<file path="src/design/acr_pkg.sv">
package acr_pkg;

  // Bus geometry.
  localparam int ACR_ADDR_W = 12;
  localparam int ACR_DATA_W = 32;

  // Register byte offsets.
  localparam logic [11:0] ACR_CTRL_OFFSET = 12'h000;
  localparam logic [11:0] ACR_STATUS_OFFSET = 12'h004;

  // Control word field positions.
  localparam int ACR_DIV_LSB = 10;
  localparam int ACR_ACQ_LSB = 8;
  localparam int ACR_ARM_BIT = 7;
  localparam int ACR_PWR_BIT = 5;
  localparam int ACR_MODE_LSB = 3;
  localparam int ACR_TYPE_LSB = 0;

  // Status word field positions.
  localparam int ACR_ST_BUSY_BIT = 0;
  localparam int ACR_ST_CONT_BIT = 1;
  localparam int ACR_ST_OK_BIT = 2;

  // Reset values of the control word fields.
  localparam logic [15:0] ACR_CTRL_RESET = 16'h0600;
  localparam logic [2:0] ACR_DIV_RESET = 3'h1;
  localparam logic [1:0] ACR_ACQ_RESET = 2'h2;

  // Clock divider codes.
  localparam logic [2:0] ACR_DIV_MAX = 3'h5;
  localparam logic [4:0] ACR_DIV_CAP = 5'h1f;

  // Acquisition length in converter clocks for code zero.
  localparam logic [4:0] ACR_ACQ_BASE = 5'h02;

  // Input configuration codes.
  localparam logic [1:0] ACR_MODE_SINGLE = 2'h0;
  localparam logic [1:0] ACR_MODE_DIFF = 2'h1;
  localparam logic [1:0] ACR_MODE_PSEUDO = 2'h2;
  localparam logic [1:0] ACR_MODE_RSVD = 2'h3;

  // Conversion trigger codes.
  localparam logic [2:0] ACR_TYPE_PIN = 3'h0;
  localparam logic [2:0] ACR_TYPE_TMR1 = 3'h1;
  localparam logic [2:0] ACR_TYPE_TMR0 = 3'h2;
  localparam logic [2:0] ACR_TYPE_SINGLE = 3'h3;
  localparam logic [2:0] ACR_TYPE_CONT = 3'h4;
  localparam logic [2:0] ACR_TYPE_LOGIC = 3'h5;

  // Power-up settling time the software must allow, and its cycle count.
  localparam int ACR_CLK_MHZ = 125;
  localparam int ACR_PWRUP_US = 5;
  localparam int ACR_PWRUP_CYCLES = ACR_PWRUP_US * ACR_CLK_MHZ;

  typedef enum logic [1:0]
  {
    ACR_IDLE = 2'b01,
    ACR_BUSY = 2'b10
  } acr_fsm_type;

endpackage : acr_pkg

</file>
<file path="src/design/acr_div_if.sv">
`timescale 1ns/10ps
interface acr_div_if;
  logic [2:0] div_code;
  logic tick;
  modport ctl (output div_code, input tick);
  modport div (input div_code, output tick);
endinterface : acr_div_if

</file>
<file path="src/design/acr_clk_div.sv">
`timescale 1ns/10ps
module acr_clk_div #(
  parameter int CNT_W = 5 // Width of the divide counter.
) (
  input wire logic clk, // System clock.
  input wire logic reset, // Asynchronous reset, active high.
  acr_div_if.div dv // Divider code in, converter clock tick out.
);
  import acr_pkg::*;

  typedef struct packed {
    logic [CNT_W-1:0] cnt;
    logic tick;
  } acr_div_state_type;

  acr_div_state_type st_reg;
  acr_div_state_type st_next;
  logic [CNT_W-1:0] limit;

  always_comb
  begin
    // Codes above the largest divider hold the slowest rate.
    if (dv.div_code > ACR_DIV_MAX)
    begin
      limit = CNT_W'(ACR_DIV_CAP);
    end
    else
    begin
      limit = CNT_W'((1 << dv.div_code) - 1);
    end
    st_next = st_reg;
    if (st_reg.cnt >= limit)
    begin
      st_next.cnt = '0;
      st_next.tick = 1'b1;
    end
    else
    begin
      st_next.cnt = st_reg.cnt + CNT_W'(1);
      st_next.tick = 1'b0;
    end
  end

  always_ff @(posedge clk or posedge reset)
  begin
    if (reset)
    begin
      st_reg <= '0;
    end
    else
    begin
      st_reg <= st_next;
    end
  end

  assign dv.tick = st_reg.tick;
endmodule : acr_clk_div

</file>
<file path="src/design/acr_top.sv">
`timescale 1ns/10ps
// What this block does
// - The converter clock is the source clock divided by 2, 4, 8, 16 or 32 per codes 001-101, 001 at reset.
// - Divider code 000 passes the source clock rate through undivided.
// - The acquisition code selects 2, 4, 8 or 16 converter clocks, 8 at reset.
// - Triggered starts are taken only while the start-enable bit 7 is set; clearing it disarms them.
// - Clearing start-enable does not stop a running continuous conversion sequence.
// - Power bit 5 set keeps the converter in normal mode, cleared puts it in power-down.
// - Mode bits 4:3 select single-ended 00, differential 01, pseudo differential 10; 11 is reserved.
// - Conversion type 000 starts conversions on the external trigger pin.
// - Type 001 starts on the second general timer and type 010 on the first general timer.
// - Type 011 runs one software conversion and the type field returns to 000 when it completes.
// - Type 100 converts continuously under software and type 101 starts on the logic array trigger.
module acr_top (
  input wire logic clk, // System clock, 125 MHz.
  input wire logic reset, // Asynchronous reset, active high.
  input wire logic psel, // APB select.
  input wire logic penable, // APB access phase.
  input wire logic pwrite, // APB write direction.
  input wire logic [acr_pkg::ACR_ADDR_W-1:0] paddr, // APB byte address.
  input wire logic [acr_pkg::ACR_DATA_W-1:0] pwdata, // APB write data.
  output logic [acr_pkg::ACR_DATA_W-1:0] prdata, // APB read data.
  output logic pready, // APB ready.
  output logic pslverr, // APB error on unmapped address.
  input wire logic external_trigger_pin, // Asynchronous start pin.
  input wire logic second_general_timer, // Timer start pulse.
  input wire logic first_general_timer, // Timer start pulse.
  input wire logic programmable_logic_array, // Logic array start pulse.
  input wire logic conv_done, // Converter reports end of conversion.
  output logic conv_start, // One-cycle start pulse to converter.
  output logic conv_busy, // Conversion in progress.
  output logic adc_power, // Converter in normal mode when high.
  output logic [1:0] input_mode, // Input configuration.
  output logic [4:0] acq_clocks, // Acquisition length in converter clocks.
  output logic adc_clk_tick // Converter clock enable tick.
);
  import acr_pkg::*;

  typedef struct packed {
    logic [2:0] clk_div;
    logic [1:0] acq;
    logic arm;
    logic power;
    logic [1:0] mode;
    logic [2:0] ctype;
    logic pin_meta;
    logic pin_sync;
    logic pin_prev;
    acr_fsm_type fsm;
    logic cont_run;
    logic start;
    logic [4:0] acq_cnt;
    logic [ACR_DATA_W-1:0] rdata;
  } acr_ctl_state_type;

  acr_ctl_state_type st_reg;
  acr_ctl_state_type st_next;
  logic wr_ctrl;
  logic rd_sel;
  logic mapped;
  logic cfg_ok;
  logic pin_edge;
  logic trig;
  logic [15:0] ctrl_word;
  logic [ACR_DATA_W-1:0] status_word;

  acr_div_if div_bus ();

  acr_clk_div #(
    .CNT_W(5)
  ) u_div (
    .clk(clk),
    .reset(reset),
    .dv(div_bus)
  );

  ////////////////////////////////////////////////////////////////////////////////
  // Register bus decode.

  assign mapped = (paddr == ACR_CTRL_OFFSET) || (paddr == ACR_STATUS_OFFSET);
  assign wr_ctrl = psel && penable && pwrite && (paddr == ACR_CTRL_OFFSET);
  assign rd_sel = psel && !penable && !pwrite;
  assign pready = 1'b1;
  assign pslverr = psel && penable && !mapped;

  always_comb
  begin
    ctrl_word = '0;
    ctrl_word[ACR_DIV_LSB +: 3] = st_reg.clk_div;
    ctrl_word[ACR_ACQ_LSB +: 2] = st_reg.acq;
    ctrl_word[ACR_ARM_BIT] = st_reg.arm;
    ctrl_word[ACR_PWR_BIT] = st_reg.power;
    ctrl_word[ACR_MODE_LSB +: 2] = st_reg.mode;
    ctrl_word[ACR_TYPE_LSB +: 3] = st_reg.ctype;
    status_word = '0;
    status_word[ACR_ST_BUSY_BIT] = (st_reg.fsm == ACR_BUSY);
    status_word[ACR_ST_CONT_BIT] = st_reg.cont_run;
    status_word[ACR_ST_OK_BIT] = cfg_ok;
  end

  ////////////////////////////////////////////////////////////////////////////////
  // Trigger selection.

  // A start needs power and a legal mode and type; otherwise the converter stays idle.
  assign cfg_ok = st_reg.power && (st_reg.mode != ACR_MODE_RSVD)
    && (st_reg.ctype <= ACR_TYPE_LOGIC);
  assign pin_edge = st_reg.pin_sync && !st_reg.pin_prev;

  always_comb
  begin
    case (st_reg.ctype)
      ACR_TYPE_PIN: trig = pin_edge;
      ACR_TYPE_TMR1: trig = second_general_timer;
      ACR_TYPE_TMR0: trig = first_general_timer;
      ACR_TYPE_SINGLE: trig = 1'b1;
      ACR_TYPE_CONT: trig = 1'b1;
      ACR_TYPE_LOGIC: trig = programmable_logic_array;
      default: trig = 1'b0;
    endcase
  end

  ////////////////////////////////////////////////////////////////////////////////
  // Next state.

  always_comb
  begin
    st_next = st_reg;
    st_next.pin_meta = external_trigger_pin;
    st_next.pin_sync = st_reg.pin_meta;
    st_next.pin_prev = st_reg.pin_sync;
    st_next.start = 1'b0;
    st_next.rdata = '0;
    if (rd_sel && (paddr == ACR_CTRL_OFFSET))
    begin
      st_next.rdata = ACR_DATA_W'(ctrl_word);
    end
    else if (rd_sel && (paddr == ACR_STATUS_OFFSET))
    begin
      st_next.rdata = status_word;
    end
    if (wr_ctrl)
    begin
      st_next.clk_div = pwdata[ACR_DIV_LSB +: 3];
      st_next.acq = pwdata[ACR_ACQ_LSB +: 2];
      st_next.arm = pwdata[ACR_ARM_BIT];
      st_next.power = pwdata[ACR_PWR_BIT];
      st_next.mode = pwdata[ACR_MODE_LSB +: 2];
      st_next.ctype = pwdata[ACR_TYPE_LSB +: 3];
    end
    // Continuous running survives a cleared arm bit, but not a type change or power-down.
    st_next.cont_run = cfg_ok && (st_reg.ctype == ACR_TYPE_CONT)
      && (st_reg.cont_run || st_reg.arm);
    case (st_reg.fsm)
      ACR_IDLE:
      begin
        if (cfg_ok && trig && (st_reg.arm || st_reg.cont_run))
        begin
          st_next.start = 1'b1;
          st_next.fsm = ACR_BUSY;
        end
      end
      ACR_BUSY:
      begin
        if (!st_reg.power)
        begin
          st_next.fsm = ACR_IDLE;
        end
        else if (conv_done)
        begin
          st_next.fsm = ACR_IDLE;
          // The hardware fallback wins over a same-cycle software write of the type.
          if (st_reg.ctype == ACR_TYPE_SINGLE)
          begin
            st_next.ctype = ACR_TYPE_PIN;
          end
        end
      end
      default: st_next.fsm = ACR_IDLE;
    endcase
    st_next.acq_cnt = 5'(ACR_ACQ_BASE << st_next.acq);
  end

  always_ff @(posedge clk or posedge reset)
  begin
    if (reset)
    begin
      st_reg <= '0;
      st_reg.clk_div <= ACR_DIV_RESET;
      st_reg.acq <= ACR_ACQ_RESET;
      st_reg.fsm <= ACR_IDLE;
      st_reg.acq_cnt <= 5'(ACR_ACQ_BASE << ACR_ACQ_RESET);
    end
    else
    begin
      st_reg <= st_next;
    end
  end

  ////////////////////////////////////////////////////////////////////////////////
  // Outputs.

  assign div_bus.div_code = st_reg.clk_div;
  assign adc_clk_tick = div_bus.tick;
  assign prdata = st_reg.rdata;
  assign conv_start = st_reg.start;
  assign conv_busy = (st_reg.fsm == ACR_BUSY);
  assign adc_power = st_reg.power;
  assign input_mode = st_reg.mode;
  assign acq_clocks = st_reg.acq_cnt;
endmodule : acr_top

</file>
<file path="config.mk">
export PLATFORM = sky130hd
export DESIGN_NAME = acr_top
export DESIGN_NICKNAME = d
export VERILOG_FILES = /design/src/design/acr_pkg.sv /design/src/design/acr_div_if.sv /design/src/design/acr_clk_div.sv /design/src/design/acr_top.sv
export SDC_FILE = /design/constraint.sdc
export NUM_CORES = 1
export LEC_CHECK = 0
export ABC_AREA = 1
export BUFFER_PORTS_ARGS = -buffer_cell sky130_fd_sc_hd__buf_2
export CORE_MARGIN = 2
export CORE_UTILIZATION = 30
export DETAILED_ROUTE_END_ITERATION = 8
export PLACE_DENSITY = 0.64
export RECOVER_POWER = 25
export SLEW_MARGIN = 20
export SYNTH_ARGS = -nofsm -noshare
export SYNTH_HDL_FRONTEND = slang
export SYNTH_SLANG_ARGS = --single-unit
</file>
<file path="constraint.sdc">
create_clock -name clk -period 3.65 [get_ports clk]
set_input_delay 0.1825 -clock clk [delete_from_list [all_inputs] [get_ports clk]]
set_output_delay 0.1825 -clock clk [all_outputs]
set_load 0.02 [all_outputs]
</file>
==> results.json <==
{
  "power_density_mw_per_mm2": 376,
  "startpoint_type": "flip-flop",
  "fin_crit_ns": 2.15,
  "synth.distinct_cells": 26,
  "switching_share": 0.211,
  "r2r_slack_ns": 1.50,
  "num_rows": 31,
  "switchingPower_mw": 0.200,
  "crit_fanout": 6,
  "tightest_slew_ns": 2.17,
  "syn_to_final_growth_pct": 13.5,
  "worstSkewPairLatency_ns": 0.29,
  "nets": 364,
  "pin_count": 99,
  "io_buffers": 56,
  "fp.dieH_um": 90.0,
  "diodes": 0,
  "drc": 0,
  "final_max_slew_viol_count": 42,
  "critPathCaptureType": "flip-flop",
  "vias": 1611,
  "async_flop_share": 1.00,
  "grt_pass1_wl_um": 6700,
  "postRouteAntennaNets": 0,
  "yosysWarnings": 0,
  "die_w_um": 90.0,
  "synth-edff-count": 0,
  "fmax_ghz": 0.466,
  "skew_ns": 0.00903,
  "power_mw": 0.946,
  "grt_max_degree": 42,
  "required_ns": 3.82,
  "largest_reg_flops": 12,
  "wl_per_cell_um": 9.79,
  "cts_buffer_depth": 2,
  "power.internal_mw": 0.747,
  "p_leak_nw": 1.37,
  "drive_gt1_frac": 0.266,
  "overflow": 0,
  "yosysSeqAreaShare": 0.465,
  "cts_buffers": 5,
  "gp_congestion": 0.786,
  "antenna_found_initial": 0,
  "drtIter0Drc": 29,
  "drv_cap": 1,
  "via_per_inst": 4.00,
  "cts_sinks": 41,
  "tns_ns": 0,
  "arrival_ns": 2.32,
  "max_slew_margin": -0.448,
  "seqPwrFrac": 0.483,
  "h-tree-depth": 2,
  "setup_viol": 0,
  "routed_wl_um": 3950,
  "crit_type": "reg -> reg",
  "status": "finished, violations left",
  "cts_tree": "done",
  "pwr-share-comb": 0.068,
  "dieArea_mm2": 0.00809,
  "first_global_vias": 1511,
  "hpwl_um": 3040,
  "syn_area_mm2": 0.00222,
  "initial_core_util": 0.307,
  "fin_util": 0.349,
  "hp-class": "in -> reg",
  "cts-root-buf": "clkbuf_8",
  "synthCells": 261,
  "synth_top_flop_cell": "dfrtp_1",
  "core_area_mm2": 0.00721,
  "firstDrtPassIters": 4,
  "rsz0062_at_grt": "false",
  "grtUsageTotal": 0.104,
  "clk_pin_slew_worst_paths_ns": 0.08,
  "peakVddDrop_v": 0.000184,
  "synth.avg_cell_area_um2": 8.49,
  "fin_crit_sh": 0.588,
  "ys_seq_elements": 41,
  "violations": "capacitance limit, slew limit",
  "hold_violations": 0,
  "p_clk_frac": 0.450
}
==> worst max-delay path, cell delays in order (launching register included) <==
cell	delay, ns
dfrtp_1	0.44
inv_1	0.15
nand3_1	0.09
ha_1	0.21
inv_1	0.07
nor2_1	0.05
xor2_1	0.16
ha_1	0.32
nand2_1	0.07
nor3_1	0.17
nor2_1	0.07
nand2_1	0.16
nor2_1	0.07
==> logic make-up after synthesis <==
kind of cell	after synthesis	share of synthesized area
xor gates and xnor gates	4	0.0158
AOI/OAI and AO/OA	21	0.0519
adders and majority gates	7	0.0395
DFF	41	0.465
buffers and inverters	84	0.217
other	2	0.00339
and+or+nand+nor	102	0.207
==> per-layer routing <==
layer	part of all wire	GRT usage	vias to the layer above
met5	0	0	-
met4	0.015	0.0423	0
met3	0.078	0.0411	6
met2	0.48	0.171	53
met1	0.43	0.122	726
li1	-	-	826
==> power groups by stage <==
stage,Combinational (mW),Sequential (mW),Clock [mW]
after floorplan,0.0580,0.465,0
after global placement,0.0640,0.465,0
after detailed placement,0.0646,0.465,0
after CTS,0.0655,0.457,0.438
after global routing,0.0723,0.457,0.459
final,0.0639,0.457,0.426
==> final timing paths <==
check,startpoint,endpoint,cells past startpoint
setup / recovery,div_bus.div_code[1],u_div.st_reg[1],12
hold / removal,pwdata[0],ctrl_word[0],3
setup reg to reg,div_bus.div_code[1],u_div.st_reg[1],12
hold reg to reg,st_next[42],st_next[41],0
max in group asynchronous,reset,input_mode[0],3
min in group asynchronous,reset,u_div.dv.tick,3
==> cells in the final DEF (no fill, tap or decap), drive strengths merged <==
cell type	n
a21oi	4
a31o	1
buf	56
bufinv	2
clkbuf	6
clkinv	1
conb	22
dfrtp	37
dfstp	4
dlygate4sd3	1
ha	7
inv	41
nand2	39
nand3	10
nand4	6
nor2	39
nor3	7
nor4	1
o211ai	1
o21ai	15
xnor2	1
xor2	3
==> cell usage after synthesis, types with 2 or more instances <==
cell type   n  area, µm²
nand3_1     9       45.0
dfstp_2     4        105
o21ai_0    14       70.1
nor2_2      4       25.0
inv_2       2       7.51
nor2_1     34        128
buf_4      40        300
xor2_1      3       26.3
ha_1        7       87.6
nand2_2     3       18.8
conb_1      2       7.51
nor3_1      7       35.0
nand2_1    36        135
dfrtp_1    37        926
nand4_1     6       37.5
inv_1      39        146
a21oi_1     4       20.0
buf_6       2       22.5
==> cell type report <==
cell class	count	area, µm²
fillers	775	4700
flip-flops and latches	41	1030
multi-input cells	156	779
repair buffers	58	294
inverters	41	154
well taps	99	124
clock buffers	5	68.8
clock inverters	3	65.1
==> per-stage QoR <==
stage / setup slack [ns] / hold WS, ns / std cells / instance area, µm²
after global routing: 1.22 / 0.133 / 403 / 2520
after global placement: 1.56 / 0.292 / 394 / 2380
after floorplan: 1.71 / 0.214 / 281 / 2290
after CTS: 1.49 / 0.0238 / 403 / 2520
after detailed placement: 1.52 / 0.292 / 394 / 2380
final: 1.50 / 0.116 / 403 / 2520
==> repair_timing <==
action	4_1_cts	5_1_grt
setup endpoints to repair	0	0
hold buffers	1	0
endpoints found under the hold margin	1	0
gates resized for setup	0	0
setup buffers	0	0
Note: power is estimated with default switching activity, not from simulation.
